<file path="src/hw/hssc_pkg.sv">
// Constants and types for the halt, stall and status controller
package hssc_pkg;
  // ------------------------------------------------------------------
  // Timing
  // ------------------------------------------------------------------
  localparam int CLK_PERIOD_NS = 50;
  localparam int RST_MIN_NS = 2000;
  // Least time, so round up to whole cycles
  localparam int RST_MIN_CYC = (RST_MIN_NS + CLK_PERIOD_NS - 1) / CLK_PERIOD_NS;
  localparam int RST_CNT_W = $clog2(RST_MIN_CYC + 1);
  // ------------------------------------------------------------------
  // Watchdog
  // ------------------------------------------------------------------
  localparam int WDT_W = 12;
  localparam logic [WDT_W-1:0] WDT_LOAD = 12'hfff;
  localparam logic WDT_SRC_RST = 1'h0;
  // ------------------------------------------------------------------
  // Mode, wait bit and bus strobe
  // ------------------------------------------------------------------
  localparam logic [1:0] MODE_SINGLE = 2'h0;
  localparam logic [1:0] MODE_MEMEXP = 2'h1;
  localparam logic [1:0] MODE_MICRO = 2'h2;
  localparam logic WAIT_BIT_RST = 1'h0;
  localparam int E_BASE_CYC = 1;
  localparam int E_STRETCH_CYC = 2 * E_BASE_CYC;
  localparam int E_CNT_W = 2;
  // ------------------------------------------------------------------
  // Write settle before a halt
  // ------------------------------------------------------------------
  localparam int NOP_SHORT_CYC = 1;
  localparam int NOP_STRETCH_CYC = 3;
  localparam int SETTLE_W = 2;
  // ------------------------------------------------------------------
  // Pin synchroniser slots
  // ------------------------------------------------------------------
  localparam int SYNC_N = 4;
  localparam int SY_RDY = 0;
  localparam int SY_HOLD = 1;
  localparam int SY_INT = 2;
  localparam int SY_RST = 3;
  typedef enum logic [2:0] {
    HSSC_RUN = 3'b000,
    HSSC_STOP = 3'b001,
    HSSC_WAKE = 3'b010,
    HSSC_WAIT = 3'b011,
    HSSC_HOLD = 3'b100
  } hssc_state_t;
endpackage

</file>
<file path="src/hw/hssc_wdt.sv">
// Twelve-bit down-counting watchdog, also used as the stop wake-up timer
`timescale 1ns/1ns
`default_nettype none
module hssc_wdt #(
  parameter int W = hssc_pkg::WDT_W
) (
  // Clock and control
  input wire logic i_clk,
  input wire logic i_rstn,
  input wire logic i_ce,
  input wire logic i_load,
  input wire logic i_run,
  // Count state
  output logic [W-1:0] o_count,
  output logic o_zero
);
  import hssc_pkg::*;

  logic [W-1:0] count_reg;
  logic [W-1:0] count_next;
  logic zero_reg;
  logic zero_next;

  // Load wins over counting so a stop entry always starts from all ones
  always_comb begin
    count_next = count_reg;
    if (i_load) begin
      count_next = {W{1'b1}};
    end else if (i_run) begin
      count_next = count_reg - W'(1);
    end
    zero_next = (count_next == '0);
  end

  // Count registers
  always_ff @(posedge i_clk) begin
    if (!i_rstn) begin
      count_reg <= {W{1'b1}};
      zero_reg <= 1'b0;
    end else if (i_ce) begin
      count_reg <= count_next;
      zero_reg <= zero_next;
    end
  end

  assign o_count = count_reg;
  assign o_zero = zero_reg;
endmodule
`default_nettype wire

</file>
<file path="src/hw/hssc_ctrl.sv">
// Halt, stall and status controller: stop, wait, strobe stretch, ready, hold, reset
`timescale 1ns/1ns
`default_nettype none
module hssc_ctrl (
  // Clock, reset, enable
  input wire logic i_clk,
  input wire logic i_rstn,
  input wire logic i_ce,
  // Core requests, same clock
  input wire logic [1:0] i_proc_mode,
  input wire logic i_stop_instruction,
  input wire logic i_wait_instruction,
  input wire logic i_wait_bit_wr,
  input wire logic i_wait_bit_wdata,
  input wire logic i_write,
  input wire logic i_write_ext_stretched,
  input wire logic i_ext_access,
  input wire logic i_int_req,
  input wire logic i_periph_wake,
  // Pins, asynchronous
  input wire logic i_ready_n,
  input wire logic i_hold_n,
  input wire logic i_ext_int_n,
  input wire logic i_reset_pin_n,
  // Clock and strobe status
  output logic o_osc_en,
  output logic o_phi_en,
  output logic o_e_strobe,
  output logic o_periph_en,
  output logic o_cpu_run,
  // Bus and ports
  output logic o_bus_freeze,
  output logic o_port_float,
  output logic o_p3_low,
  // Watchdog
  output logic o_wdt_run,
  output logic o_wdt_src_sys,
  output logic [hssc_pkg::WDT_W-1:0] o_wdt_count,
  // Status
  output logic o_wait_bit,
  output logic o_core_reset,
  output hssc_pkg::hssc_state_t o_state
);
  import hssc_pkg::*;

  // ------------------------------------------------------------------
  // Declarations
  // ------------------------------------------------------------------
  logic [SYNC_N-1:0] sync_q1;
  logic [SYNC_N-1:0] sync_q2;
  logic ext_mode;
  logic rdy_stall;
  logic hold_req;
  logic ext_wake;
  logic hw_int;
  logic wdt_load;
  logic wdt_zero;
  logic [RST_CNT_W-1:0] rst_cnt_reg;
  logic [RST_CNT_W-1:0] rst_cnt_next;
  logic core_rst_reg;
  logic core_rst_next;
  hssc_state_t st_reg;
  hssc_state_t st_next;
  logic [SETTLE_W-1:0] settle_reg;
  logic [SETTLE_W-1:0] settle_next;
  logic stop_pend_reg;
  logic stop_pend_next;
  logic wait_pend_reg;
  logic wait_pend_next;
  logic wait_bit_reg;
  logic wait_bit_next;
  logic src_sys_reg;
  logic src_sys_next;
  logic e_reg;
  logic e_next;
  logic [E_CNT_W-1:0] e_cnt_reg;
  logic [E_CNT_W-1:0] e_cnt_next;
  logic [E_CNT_W-1:0] e_last;
  logic e_go;
  logic stretch;
  logic osc_next;
  logic phi_next;
  logic run_next;
  logic freeze_next;
  logic float_next;
  logic wdt_run_next;
  logic osc_reg;
  logic phi_reg;
  logic run_reg;
  logic freeze_reg;
  logic float_reg;
  logic wdt_run_reg;

  // ------------------------------------------------------------------
  // Pin synchronisers
  // ------------------------------------------------------------------
  // Two stages; only the second stage is read by logic
  always_ff @(posedge i_clk) begin
    if (!i_rstn) begin
      sync_q1 <= '1;
      sync_q2 <= '1;
    end else if (i_ce) begin
      sync_q1 <= {i_reset_pin_n, i_ext_int_n, i_hold_n, i_ready_n};
      sync_q2 <= sync_q1;
    end
  end

  // Qualified pin requests
  assign ext_mode = (i_proc_mode != MODE_SINGLE);
  assign rdy_stall = ext_mode && !sync_q2[SY_RDY];
  assign hold_req = ext_mode && !sync_q2[SY_HOLD];
  assign ext_wake = !sync_q2[SY_INT] || i_periph_wake;
  assign hw_int = i_int_req || !sync_q2[SY_INT];

  // ------------------------------------------------------------------
  // Reset pin filter
  // ------------------------------------------------------------------
  // Shorter glitches never reach the core; the count saturates while held
  always_comb begin
    rst_cnt_next = '0;
    core_rst_next = 1'b0;
    if (!sync_q2[SY_RST]) begin
      rst_cnt_next = rst_cnt_reg;
      if (rst_cnt_reg != RST_CNT_W'(RST_MIN_CYC)) begin
        rst_cnt_next = rst_cnt_reg + RST_CNT_W'(1);
      end
      core_rst_next = (rst_cnt_next == RST_CNT_W'(RST_MIN_CYC));
    end
  end

  // Reset filter registers
  always_ff @(posedge i_clk) begin
    if (!i_rstn) begin
      rst_cnt_reg <= '0;
      core_rst_reg <= 1'b0;
    end else if (i_ce) begin
      rst_cnt_reg <= rst_cnt_next;
      core_rst_reg <= core_rst_next;
    end
  end

  // ------------------------------------------------------------------
  // Halt sequencing
  // ------------------------------------------------------------------
  // Priority: full reset, then hold, then ready stall, then halt entry
  always_comb begin
    st_next = st_reg;
    wdt_load = 1'b0;
    if (core_rst_reg) begin
      st_next = HSSC_RUN;
    end else begin
      unique case (st_reg)
        HSSC_RUN: begin
          if (hold_req) begin
            st_next = HSSC_HOLD;
          end else if (!rdy_stall && settle_reg == '0) begin
            if (stop_pend_reg) begin
              st_next = HSSC_STOP;
              wdt_load = 1'b1;
            end else if (wait_pend_reg) begin
              st_next = HSSC_WAIT;
            end
          end
        end
        HSSC_STOP: begin
          if (ext_wake) begin
            st_next = HSSC_WAKE;
          end
        end
        HSSC_WAKE: begin
          if (wdt_zero) begin
            st_next = HSSC_RUN;
          end
        end
        HSSC_WAIT: begin
          if (hw_int) begin
            st_next = HSSC_RUN;
          end
        end
        HSSC_HOLD: begin
          if (!hold_req) begin
            st_next = HSSC_RUN;
          end
        end
        default: st_next = HSSC_RUN;
      endcase
    end
  end

  // Pending halts, write settle, wait bit and count source select
  always_comb begin
    settle_next = settle_reg;
    if (i_write) begin
      settle_next = i_write_ext_stretched ? SETTLE_W'(NOP_STRETCH_CYC) :
                                            SETTLE_W'(NOP_SHORT_CYC);
    end else if (settle_reg != '0) begin
      settle_next = settle_reg - SETTLE_W'(1);
    end
    stop_pend_next = (stop_pend_reg || i_stop_instruction) && st_next != HSSC_STOP;
    wait_pend_next = (wait_pend_reg || i_wait_instruction) && st_next != HSSC_WAIT;
    wait_bit_next = i_wait_bit_wr ? i_wait_bit_wdata : wait_bit_reg;
    src_sys_next = src_sys_reg || wdt_load;
    if (core_rst_reg) begin
      settle_next = '0;
      stop_pend_next = 1'b0;
      wait_pend_next = 1'b0;
      wait_bit_next = WAIT_BIT_RST;
      src_sys_next = WDT_SRC_RST;
    end
  end

  // Sequencer registers
  always_ff @(posedge i_clk) begin
    if (!i_rstn) begin
      st_reg <= HSSC_RUN;
      settle_reg <= '0;
      stop_pend_reg <= 1'b0;
      wait_pend_reg <= 1'b0;
      wait_bit_reg <= WAIT_BIT_RST;
      src_sys_reg <= WDT_SRC_RST;
    end else if (i_ce) begin
      st_reg <= st_next;
      settle_reg <= settle_next;
      stop_pend_reg <= stop_pend_next;
      wait_pend_reg <= wait_pend_next;
      wait_bit_reg <= wait_bit_next;
      src_sys_reg <= src_sys_next;
    end
  end

  // Watchdog doubles as the oscillator settle timer after a stop wake
  hssc_wdt #(
    .W(WDT_W)
  ) u_wdt (
    .i_clk(i_clk),
    .i_rstn(i_rstn),
    .i_ce(i_ce),
    .i_load(wdt_load),
    .i_run(wdt_run_reg),
    .o_count(o_wdt_count),
    .o_zero(wdt_zero)
  );

  // ------------------------------------------------------------------
  // Clock, bus, port and strobe status
  // ------------------------------------------------------------------
  // Outputs follow the next state so they change on the same edge as it
  always_comb begin
    osc_next = (st_next != HSSC_STOP);
    phi_next = (st_next != HSSC_STOP) && (st_next != HSSC_WAKE);
    run_next = (st_next == HSSC_RUN) && !rdy_stall;
    freeze_next = (st_next == HSSC_STOP) || (st_next == HSSC_WAKE) ||
                  (st_next == HSSC_WAIT) || (st_next == HSSC_RUN && rdy_stall);
    float_next = (st_next == HSSC_HOLD);
    wdt_run_next = (st_next == HSSC_RUN) || (st_next == HSSC_WAIT) ||
                   (st_next == HSSC_WAKE);
  end

  // Strobe: a frozen strobe keeps its level, a stretched phase lasts twice as long
  assign stretch = ext_mode && i_ext_access && !wait_bit_reg;
  assign e_last = stretch ? E_CNT_W'(E_STRETCH_CYC - 1) : E_CNT_W'(E_BASE_CYC - 1);
  assign e_go = !freeze_next && !float_next;
  always_comb begin
    e_next = e_reg;
    e_cnt_next = e_cnt_reg;
    if (float_next) begin
      e_next = 1'b1;
      e_cnt_next = '0;
    end else if (e_go) begin
      if (e_cnt_reg >= e_last) begin
        e_next = !e_reg;
        e_cnt_next = '0;
      end else begin
        e_cnt_next = e_cnt_reg + E_CNT_W'(1);
      end
    end
  end

  // Status registers
  always_ff @(posedge i_clk) begin
    if (!i_rstn) begin
      osc_reg <= 1'b1;
      phi_reg <= 1'b1;
      run_reg <= 1'b0;
      freeze_reg <= 1'b0;
      float_reg <= 1'b0;
      wdt_run_reg <= 1'b0;
      e_reg <= 1'b1;
      e_cnt_reg <= '0;
    end else if (i_ce) begin
      osc_reg <= osc_next;
      phi_reg <= phi_next;
      run_reg <= run_next;
      freeze_reg <= freeze_next;
      float_reg <= float_next;
      wdt_run_reg <= wdt_run_next;
      e_reg <= e_next;
      e_cnt_reg <= e_cnt_next;
    end
  end

  // Peripherals share the oscillator enable, so they stop only in stop mode
  assign o_osc_en = osc_reg;
  assign o_periph_en = osc_reg;
  assign o_phi_en = phi_reg;
  assign o_e_strobe = e_reg;
  assign o_cpu_run = run_reg;
  assign o_bus_freeze = freeze_reg;
  assign o_port_float = float_reg;
  assign o_p3_low = float_reg;
  assign o_wdt_run = wdt_run_reg;
  assign o_wdt_src_sys = src_sys_reg;
  assign o_wait_bit = wait_bit_reg;
  assign o_core_reset = core_rst_reg;
  assign o_state = st_reg;
endmodule
`default_nettype wire

</file>
<file path="config.mk">
export PLATFORM = sky130hd
export DESIGN_NAME = hssc_ctrl
export DESIGN_NICKNAME = d
export VERILOG_FILES = /design/src/hw/hssc_pkg.sv /design/src/hw/hssc_wdt.sv /design/src/hw/hssc_ctrl.sv
export SDC_FILE = /design/constraint.sdc
export NUM_CORES = 1
export LEC_CHECK = 0
export ABC_AREA = 0
export ABC_CLOCK_PERIOD_IN_PS = 1800
export BUFFER_PORTS_ARGS = -buffer_cell sky130_fd_sc_hd__buf_2
export CORE_MARGIN = 5
export CORE_UTILIZATION = 51
export CTS_BUF_LIST = sky130_fd_sc_hd__clkbuf_16
export DETAILED_ROUTE_END_ITERATION = 7
export HOLD_SLACK_MARGIN = 0.06
export MAX_ROUTING_LAYER = met4
export PLACE_DENSITY_LB_ADDON = 0.05
export SKIP_CTS_REPAIR_TIMING = 1
export SLEW_MARGIN = 20
export SYNTH_ARGS = -nofsm -noshare
export SYNTH_HDL_FRONTEND = slang
export SYNTH_HIERARCHICAL = 1
export SYNTH_SLANG_ARGS = --single-unit
</file>
<file path="constraint.sdc">
create_clock -name i_clk -period 1.8 [get_ports i_clk]
set_input_delay 0.18 -clock i_clk [delete_from_list [all_inputs] [get_ports i_clk]]
set_output_delay 0.18 -clock i_clk [all_outputs]
set_load 0.005 [all_outputs]
</file>
# Yosys cells after proc, flatten, opt, wreduce, memory -nomap -nowiden
# Cells that the tools add are included.
[op_classes]
add_sub_neg = 4
magnitude_cmp = 1
n_eq_ne = 13
n_mux = 37
reduce_logical = 43
[ops]
columns = ["cell", "n"]
rows = [
  ["$mux 3", 9],
  ["$mux 12", 2],
  ["$mux 6", 3],
  ["$mux 1", 15],
  ["$pmux 3 s5", 1],
  ["$mux 2", 7],
  ["$eq 3x2->1 const B", 4],
  ["$logic_not 12->1", 1],
  ["$sub 12x1->12 const B", 1],
  ["$logic_and 1x1->1", 11],
  ["$logic_or 1x1->1", 10],
  ["$reduce_bool 2->1", 5],
  ["$logic_not 1->1", 8],
  ["$add 6x1->6 const B", 1],
  ["$eq 3x1->1 const B", 2],
  ["$eq 3x3->1 const B", 2],
  ["$eq 6x6->1 const B", 1],
  ["$logic_not 3->1", 2],
  ["$ne 3x2->1 const B", 2],
  ["$ne 6x6->1 const B", 1],
  ["$reduce_and 2->1", 3],
  ["$ne 3x1->1 const B", 1],
  ["$reduce_and 3->1", 1],
  ["$reduce_bool 3->1", 1],
  ["4 further kinds", 4],
]
[word_totals]
regBits = 46
output_inout_bits = 27

# Longest topological paths before layout
# Gate-level depths: netlist of run 1.
[logic_depth]
word_depth = 16
mapped_depth = 9
mapped_depth_nobuf = 9

# Modules after synthesis
# Netlist of run 1, hierarchy kept.
[by_module_without_submodules]
columns = ["module", "instances", "cells_per_inst", "area_per_inst_um2", "seq_area_each_um2"]
rows = [
  ["hssc_ctrl", 1, 205, 1794.2, 660.6],
  ["hssc_wdt", 1, 112, 844.6, 260.2],
]

# Worst setup path after synthesis of run 1
# No wires, ideal clock.
[synth_timing]
path_kind = "reg-to-reg"
start = "register settle_reg[0]"
end = "register e_cnt_reg[0]"
arrival_time_ps = 1800
path_slack_ps = -72
path_stages_with_launch = 8
synth_period_minus_slack_ps = 1872
cell_sequence = "dfxtp_1 -> inv_1 -> ha_1 -> nand3_1 -> or3b_4 -> and3_4 -> nor4b_4 -> mux2i_1"
[synth_via]
elab_chain_cells = 14
[synth_lines]
columns = ["item", "line", "rtl"]
rows = [
  ["start, declared", "hssc_ctrl.sv:64", "logic [SETTLE_W-1:0] settle_reg;"],
  ["start signal, assigned", "hssc_ctrl.sv:223", "settle_reg <= settle_next;"],
  ["$logic_not 2->1 (*)", "hssc_ctrl.sv:156", "end else if (!rdy_stall && settle_reg == '0) begin"],
  ["$logic_and 1x1->1 (*)", "hssc_ctrl.sv:156", ""],
  ["$mux 3 (*)", "hssc_ctrl.sv:156", ""],
  ["$mux 3 (*)", "hssc_ctrl.sv:154", "if (hold_req) begin"],
  ["$pmux 3 s5 (*)", "hssc_ctrl.sv:152", "unique case (st_reg)"],
  ["$mux 3 (*)", "hssc_ctrl.sv:149", "if (core_rst_reg) begin"],
  ["$eq 3x1->1 / $eq 3x2->1 (equally long branches)", "hssc_ctrl.sv:252", "freeze_next = (st_next == HSSC_STOP) || (st_next == HSSC_WAKE) ||"],
  ["$logic_or 1x1->1 (2 in a row)", "hssc_ctrl.sv:252", ""],
  ["$logic_or 1x1->1", "hssc_ctrl.sv:253", "(st_next == HSSC_WAIT) || (st_next == HSSC_RUN && rdy_stall);"],
  ["$logic_not 1->1", "hssc_ctrl.sv:262", "assign e_go = !freeze_next && !float_next;"],
  ["$logic_and 1x1->1", "hssc_ctrl.sv:262", ""],
  ["$reduce_bool 2->1 (no line)", "n/a", ""],
  ["$reduce_and 2->1 (no line)", "n/a", ""],
  ["end signal, assigned", "hssc_ctrl.sv:298", "e_cnt_reg <= e_cnt_next;"],
  ["end, declared", "hssc_ctrl.sv:76", "logic [E_CNT_W-1:0] e_cnt_reg;"],
]
# Mark *: on every way between the ends. The rest lies on a longest branch, timed or not.
# A chain may end at the register's enable or synchronous reset.

# Final worst setup path of run 1
[layout_timing]
start = "register st_reg[1], in the netlist o_state[1]"
end = "register e_cnt_reg[0]"
[layout_via]
elab_chain_cells = 14
[layout_lines]
columns = ["item", "line", "rtl"]
rows = [
  ["start, declared", "hssc_ctrl.sv:62", "hssc_state_t st_reg;"],
  ["start signal, assigned", "hssc_ctrl.sv:222", "st_reg <= st_next;"],
  ["$mux 3", "hssc_ctrl.sv:160", "end else if (wait_pend_reg) begin"],
  ["$mux 3", "hssc_ctrl.sv:157", "if (stop_pend_reg) begin"],
  ["$mux 3", "hssc_ctrl.sv:156", ""],
  ["$mux 3", "hssc_ctrl.sv:154", ""],
  ["$pmux 3 s5 (*)", "hssc_ctrl.sv:152", ""],
  ["$mux 3 (*)", "hssc_ctrl.sv:149", ""],
  ["$eq 3x1->1 / $eq 3x2->1 (equally long branches)", "hssc_ctrl.sv:252", ""],
  ["$logic_or 1x1->1 (2 in a row)", "hssc_ctrl.sv:252", ""],
  ["$logic_or 1x1->1", "hssc_ctrl.sv:253", ""],
  ["$logic_not 1->1", "hssc_ctrl.sv:262", ""],
  ["$logic_and 1x1->1", "hssc_ctrl.sv:262", ""],
  ["$reduce_bool 2->1 (no line)", "n/a", ""],
  ["$reduce_and 2->1 (no line)", "n/a", ""],
]
# Marks and branches as above.

==> metrics.cfg, run 1 <==
[sta]
finalCriticalPeriod_ns=1.911
max_freq_mhz=523.4
rsz0062_at_grt=true
slew_violations=0
fin_skew_ns=0.005562
fin_crit_sh_pct=106.1
setup_viol=8
setup_total_negative_slack_ns=-0.4651
hold_viol=0
max_slew.worst_pin.slew_ns=0.3764
slew_headroom_pct=74.85
fin_ws_ns=-0.1105

[synth]
synth_area_leaders=dfxtp_1, mux2i_1, nand2_1, o21ai_0, nor2b_1
ys_seq_area_share_pct=34.90
ys_top_cells_by_count=dfxtp_1, nand2_1, o21ai_0
yosysMostFrequentCell=dfxtp_1
synth_cell_types=58
syn_area_per_cell_um2=8.324
syn-num-nets=340
synth_top_area_cell=dfxtp_1
ys_warn_count=6
post-synth-top-area-fraction_pct=34.90
synthCells=317
synth-seq-cells=46
synth-edff-count=0
ys_async_sr_fraction_pct=0
ys.flop_type=dfxtp_1
syn_area_um2=2639

[drt]
vias=2472
ant_nets=0
wl_per_cell_um=13.66
drc=0
drt-pass1-iter-count=4
drt_iter0_drc=87
vias_per_cell=5.397
drt-total-wl_um=6257

[grt]
antenna_found_initial=0
grt_usage_pct=19.09
grt_pass1_wl_um=9887
overflow=0
grt_pass1_vias=2140
grt_max_degree=33

[setup_path]
cp-start-kind=register
reg2reg_slack_ns=-0.11
ff2ff_path_depth=7
regToRegEndpoint=e_cnt_reg[0]
r2r-start=o_state[1]
cp_data_arrival_time_ns=2.13
end_kind=register
crit_fanout=4
cp.required_ns=2.02
worstSetupPathType=register to register
worstSetupEndpoint=e_cnt_reg[0]
cp-startpoint=o_state[1]

[finish]
antenna_cells=0
layout-drive-gt1-share_pct=32.73
nFillCells=427
layout.nets=410
final_area_um2=3443
utilization_pct=67.85
area_delta_synth_final_pct=30.49
largest_reg_flops=12

[placed_design]
place_congestion=0.8561
dp.final_hpwl_um=4446
io_buffers=44
placedInstanceArea_um2=3143
pre_cts_ws_ns=-0.1715

[power_and_ir_drop]
peakVddDrop_uv=501.3
power_leakage_nw=1.408
finalPower_mw=2.592
powerDensity_nw_per_um2=752.6

[die]
fp.dieH_um=81.93
initial_core_util_pct=52.00
rows=26
core_um2=5075
die-area_um2=6713
ioPinCount=45
die_w_um=81.93

[run]
drv_cap=0

[cts]
clkSinkCount=46
cts_inserted_buffers=5
clockBufferDepth=2
htree_levels=2
clock_latency_ns=0.29
cts_root_buf=clkbuf_16
cts_tree=done
clkTransAtPathRegs_ns=0.06

[worst_hold_path]
hp-class=input pin to register

[run_status]
violations=setup timing
outcome=finished, violations left

-- final cells by class --
type | instances | area (um^2) | share of cell area (%)
Timing Repair Buffer | 82 | 530.5 | 15.41
Multi-Input combinational cell | 241 | 1710 | 49.67
Sequential cell | 46 | 932.1 | 27.07
Clock inverter | 3 | 16.27 | 0.4724
Inverter | 11 | 41.29 | 1.199
Clock buffer | 5 | 125.1 | 3.634
Tap cell | 70 | 87.58 | 2.544
-- per-layer routing --
layer  vias to the layer above  wire (um)  track usage (%)
met5                         -          0                -
met4                         0         70            5.980
met3                         7        260            3.289
met2                        53       2909            29.00
met1                      1148       3017            25.80
li1                       1264          -                -
-- layout by cell type (no fill, tap or decap), types with 8 or more instances in the layout --
| cell type | n |
|---|---|
| mux2i_1 | 13 |
| nand3_1 | 16 |
| buf_4 | 36 |
| dfxtp_1 | 41 |
| o21a_1 | 9 |
| buf_2 | 44 |
| nor2b_1 | 15 |
| nor2_1 | 19 |
| inv_1 | 9 |
| a21oi_1 | 8 |
| o21ai_0 | 23 |
| nand2_1 | 34 |
-- critical path, stage by stage (launching register included) --
cell,delay [ns]
dfxtp_4,0.38
mux2i_2,0.24
a22oi_2,0.11
a2111oi_4,0.31
buf_4,0.19
nor3_4,0.05
nor4b_4,0.34
mux2i_1,0.22
-- report_power, final --
part | internal (mW) | leakage (nW) | switching (mW) | total, mW
Sequential | 1.07 | 0.378 | 0.0399 | 1.11
Clock | 0.508 | 0.0689 | 0.387 | 0.894
Combinational | 0.309 | 0.962 | 0.281 | 0.589
Total | 1.88 | 1.41 | 0.707 | 2.59
-- per-stage QoR --
| step | hold slack, ns | cells |
|---|---|---|
| after floorplan | 0.2713 | 317 |
| after global placement | 0.3961 | 445 |
| after detailed placement | 0.3998 | 445 |
| after CTS | 0.1048 | 453 |
| after global routing | 0.1227 | 458 |
| final | 0.1082 | 458 |
-- how the worst min path moves through the flow --
stage / from / to / slack, ns / cells after the start
2_1_floorplan: i_rstn / u_wdt/o_count[8] / 0.27 / 1
3_3_place_gp: i_ext_int_n / sync_q1[2] / 0.40 / 3
3_5_place_dp: i_ext_int_n / sync_q1[2] / 0.40 / 3
4_1_cts: i_ext_int_n / sync_q1[2] / 0.10 / 3
5_1_grt: i_ext_int_n / sync_q1[2] / 0.12 / 3
6_report: i_ext_int_n / sync_q1[2] / 0.11 / 3
-- cells by family (layout without fill, tap and decap cells) --
| kind of cell | after synthesis | after routing | share of synthesized area [%] |
|---|---|---|---|
| simple gates | 146 | 146 | 32.29 |
| compound gates | 70 | 70 | 18.26 |
| flops | 46 | 46 | 34.90 |
| buf+inv | 30 | 101 | 4.883 |
| mux | 14 | 14 | 5.310 |
| xor+xnor | 6 | 6 | 1.991 |
| fa+ha+maj | 5 | 5 | 2.371 |
Note: power is estimated with default switching activity, not from simulation.
==> run 2: changes to the inputs <==
Settings changed: CORE_MARGIN 5 to 8, SETUP_SLACK_MARGIN set to 0.1.
==> run 2 against run 1 <==
Against the previous run: register-to-register slack got worse by 0.02 ns; via count fell by 0.65%; routed wire length increased by 6.2%; die area up 15%; combinational power down 7.3%; non-clock buffer count decreased by 4; the flow still finishes with violations (setup timing); critical path depth down 1; global-route usage shrank 1.2 points; largest power group unchanged; critical path type unchanged.
==> metrics.cfg, run 2 (synthesized netlist as in run 1, its figures left out) <==
[grt]
grt_max_degree=39
grt_pass1_wl_um=10860
grt_pass1_vias=2274
grt_usage_pct=17.85
antenna_found_initial=0
overflow=0

[cts]
clockBufferDepth=2
clkSinkCount=46
cts_tree=done
clkTransAtPathRegs_ns=0.06
cts_inserted_buffers=5
htree_levels=2
cts_root_buf=clkbuf_16
clock_latency_ns=0.28

[setup_path]
cp-startpoint=o_state[0]
cp_data_arrival_time_ns=2.14
crit_fanout=5
r2r-start=o_state[0]
end_kind=register
reg2reg_slack_ns=-0.13
cp.required_ns=2.01
cp-start-kind=register
ff2ff_path_depth=6
worstSetupEndpoint=e_cnt_reg[0]
regToRegEndpoint=e_cnt_reg[0]
worstSetupPathType=register to register

[sta]
fin_ws_ns=-0.1301
max_freq_mhz=518.1
slew_violations=0
fin_skew_ns=0.005333
rsz0062_at_grt=true
slew_headroom_pct=67.19
hold_viol=0
fin_crit_sh_pct=107.2
setup_viol=8
finalCriticalPeriod_ns=1.930
max_slew.worst_pin.slew_ns=0.4854

[placed_design]
placedInstanceArea_um2=3127
dp.final_hpwl_um=4682
place_congestion=0.8761
io_buffers=44

[power_and_ir_drop]
powerDensity_nw_per_um2=774.5
peakVddDrop_uv=540.4
power_leakage_nw=1.398

[run]
drv_cap=0

[finish]
area_delta_synth_final_pct=30.87
final_cell_mix=buf_2, dfxtp_1, nand2_1, buf_4, o21ai_0
final_common_cell=buf_2
antenna_cells=0
utilization_pct=68.49
layout.nets=406
layout-drive-gt1-share_pct=34.11
final_area_um2=3453
largest_reg_flops=12
nFillCells=421

[drt]
ant_nets=0
drt-pass1-iter-count=4
vias_per_cell=5.410
drt-total-wl_um=6646
vias=2456
drt_iter0_drc=140
wl_per_cell_um=14.64
drc=0

[run_status]
violations=setup timing
outcome=finished, violations left

[die]
ioPinCount=45
core_um2=5042
die_w_um=87.93
fp.dieH_um=87.93
initial_core_util_pct=52.33
die-area_um2=7732
rows=26

[worst_hold_path]
hp-class=input pin to register

==> run 2: cell count changes in the layout (fill, tap and decap cells not counted), sizes merged <==
cell | before | now
bufinv | 0 | 1
inv | 11 | 12
clkinv | 3 | 1
buf | 82 | 78
==> run 2: critical path, cell delays in order (launching register included) <==
cell and delay, ns:
dfxtp_2 0.35, nor3_4 0.20, nand2_1 0.13, or3b_4 0.44, and3_4 0.20, nor4b_4 0.30
mux2i_1 0.22
==> run 2: power by group <==
group,switching (mW),internal (mW)
sequential,0.0404,1.07
clock,0.374,0.645
combinational,0.272,0.274
==> run 2: area by class of cell <==
class / instances / area [um^2] / area share (%)
Inverter: 11 / 41.29 / 1.196
Multi-Input combinational cell: 241 / 1738 / 50.33
Clock inverter: 3 / 37.54 / 1.087
Timing Repair Buffer: 78 / 491.7 / 14.24
Tap cell: 70 / 87.58 / 2.536
Clock buffer: 5 / 125.1 / 3.623
Sequential cell: 46 / 932.1 / 26.99
==> run 2: layer usage <==
layer  routed length (um)  vias to the layer above  track usage, %
met5                    0                        -               -
met4                   36                        0           4.219
met3                  339                        4           3.189
met2                 2961                       56           26.74
met1                 3309                     1134           24.07
li1                     -                     1262               -
==> run 2: metrics by stage <==
| step | setup slack, ns | power (mW) | setup TNS (ns) | cells | hold WS [ns] |
|---|---|---|---|---|---|
| after global routing | -0.2056 | 2.800 | -1.217 | 454 | 0.1196 |
| after CTS | -0.1404 | 2.647 | -0.3934 | 449 | 0.1100 |
| after floorplan | -0.0008717 | 1.455 | -0.001743 | 317 | 0.2713 |
| after detailed placement | -0.1194 | 1.623 | -0.3088 | 441 | 0.4035 |
| final | -0.1301 | 2.675 | -0.5637 | 454 | 0.1090 |
| after global placement | -0.07071 | 1.616 | -0.1896 | 441 | 0.3952 |
==> run 2: worst min-delay path by stage <==
stage | start | end | slack (ns) | cells past startpoint
floorplan | i_rstn | u_wdt/o_count[8] | 0.27 | 1
global placement | i_reset_pin_n | sync_q1[3] | 0.40 | 3
detailed placement | i_ready_n | sync_q1[0] | 0.40 | 3
CTS | i_ext_int_n | sync_q1[2] | 0.11 | 3
global route | i_ext_int_n | sync_q1[2] | 0.12 | 3
finish | i_ext_int_n | sync_q1[2] | 0.11 | 3
==> run 3: changes to the inputs <==
Settings changed: ABC_CLOCK_PERIOD_IN_PS 1800 to 2000, CORE_UTILIZATION 51 to 55.
Clock period 1.8 ns to 2 ns, I/O delays scaled along.
==> run 3 against run 2 <==
Against the previous run: die area decreased by 6.0%; critical path depth down 1; core utilization up 0.37 points; fmax grew 0.41%; the flow now finishes without violations; flip-flop and latch count unchanged; cell count shrank 6.6%; design area is 7.1% lower.
==> metrics.cfg, run 3 (synthesized netlist as in run 1, its figures left out) <==
[finish]
layout.nets=393
final_common_cell=buf_2
antenna_cells=0
multi_input_area_um2=1634
largest_reg_flops=12
nFillCells=401
seq_area_um2=929.6
area_delta_synth_final_pct=21.62
stdcell_count=424
layout-drive-gt1-share_pct=27.30
final_cell_mix=buf_2, dfxtp_1, nand2_1, o21ai_0, buf_4

[cts]
clkSinkCount=46
clkTransAtPathRegs_ns=0.06
clockBufferDepth=2
cts_root_buf=clkbuf_16
cts_inserted_buffers=5
clock_latency_ns=0.28
cts_tree=done
htree_levels=2

[run_status]
outcome=finished clean

[placed_design]
dp.final_hpwl_um=4596
place_inst=415
io_buffers=44
place_congestion=0.8751

[drt]
drt-pass1-iter-count=4
drt-total-wl_um=6369
ant_nets=0
wl_per_cell_um=15.02
vias_per_cell=5.660
drt_iter0_drc=148
drc=0
vias=2400

[grt]
grt_pass1_vias=2305
grt_pass1_wl_um=10740
overflow=0
grt_usage_pct=18.18
antenna_found_initial=0
grt_max_degree=25

[power_and_ir_drop]
power_leakage_nw=1.304
power.switching_mw=0.5887
seqPwrFrac_pct=42.8
clock_power_share_pct=38.5
p_sw_share_pct=25.08
comb_power_share_pct=18.7
powerDensity_nw_per_um2=731.4
finalPower_mw=2.347
internal-power_mw=1.758
peakVddDrop_uv=453.4

[die]
initial_core_util_pct=56.62
ioPinCount=45
die_w_um=85.27
fp.dieH_um=85.27
core_um2=4661
rows=25
die-area_um2=7270

[sta]
setup_viol=0
max_freq_mhz=520.2
slew_headroom_pct=67.29
fin_crit_sh_pct=96.11
max_slew.worst_pin.slew_ns=0.4838
finalCriticalPeriod_ns=1.922
slew_violations=0
rsz0062_at_grt=true
hold_viol=0
fin_skew_ns=0.007510

[setup_path]
worstSetupPathType=register to register
cp.required_ns=2.12
worstSetupEndpoint=o_phi_en
regToRegEndpoint=o_phi_en
crit_fanout=8
cp-start-kind=register
cp-startpoint=o_state[0]
r2r-start=o_state[0]
reg2reg_slack_ns=0.08
cp_data_arrival_time_ns=2.05
end_kind=register
ff2ff_path_depth=5

[run]
drv_cap=0

[worst_hold_path]
hp-class=input pin to register

-- run 3: through the flow --
step | TNS [ns] | util, % | hold WS, ns | worst slack (ns) | instance area (um^2)
4_1_cts | -0.08536 | 67.38 | 0.1316 | -0.05058 | 3141
3_5_place_dp | -0.1106 | 63.97 | 0.4219 | -0.06087 | 2982
2_1_floorplan | 0 | - | 0.2913 | 0.1283 | 2639
3_3_place_gp | 0 | 63.97 | 0.4170 | 0.02622 | 2982
6_report | 0 | 68.86 | 0.1313 | 0.07782 | 3209
5_1_grt | -0.009790 | 68.86 | 0.1322 | -0.008037 | 3209
-- run 3: worst max-delay path: stages, from the launching register on --
cell and delay [ns]:
dfxtp_2 0.36, or2_2 0.36, a2111oi_4 0.47, and3_4 0.31
nand2b_1 0.13, o221ai_1 0.14
-- run 3: final cells by class --
type	count	share of cell area [%]
clock inverter	2	1.053
inverter	11	1.287
tap	54	2.105
multi-input combinational	241	50.92
clock buffer	5	3.899
sequential	46	28.97
timing repair buffer	65	11.77
-- run 3: power groups by stage --
stage          sequential (mW)  clock (mW)  combinational [mW]
2_1_floorplan             1.01           0               0.282
3_3_place_gp              1.02           0               0.398
3_5_place_dp              1.02           0               0.405
4_1_cts                   1.00       0.920               0.408
5_1_grt                   1.01       0.961               0.482
6_report                  1.01       0.903               0.438
-- run 3: worst min-delay path by stage --
stage | start | endpoint | slack (ns) | cells past startpoint
2_1_floorplan | i_rstn | u_wdt/o_count[8] | 0.29 | 1
3_3_place_gp | i_ready_n | sync_q1[0] | 0.42 | 3
6_report | i_ready_n | sync_q1[0] | 0.13 | 3
3_5_place_dp | i_reset_pin_n | sync_q1[3] | 0.42 | 3
5_1_grt | i_ready_n | sync_q1[0] | 0.13 | 3
4_1_cts | i_ready_n | sync_q1[0] | 0.13 | 3
-- run 3: metal layers --
layer / global-route usage (%) / share of wire, % / vias up / wire length [um]
li1: - / - / 1225 / -
met1: 23.03 / 48 / 1116 / 3038
met5: - / 0 / - / 0
met2: 28.20 / 47 / 55 / 3011
met3: 4.247 / 4.3 / 4 / 273
met4: 5.096 / 0.72 / 0 / 46
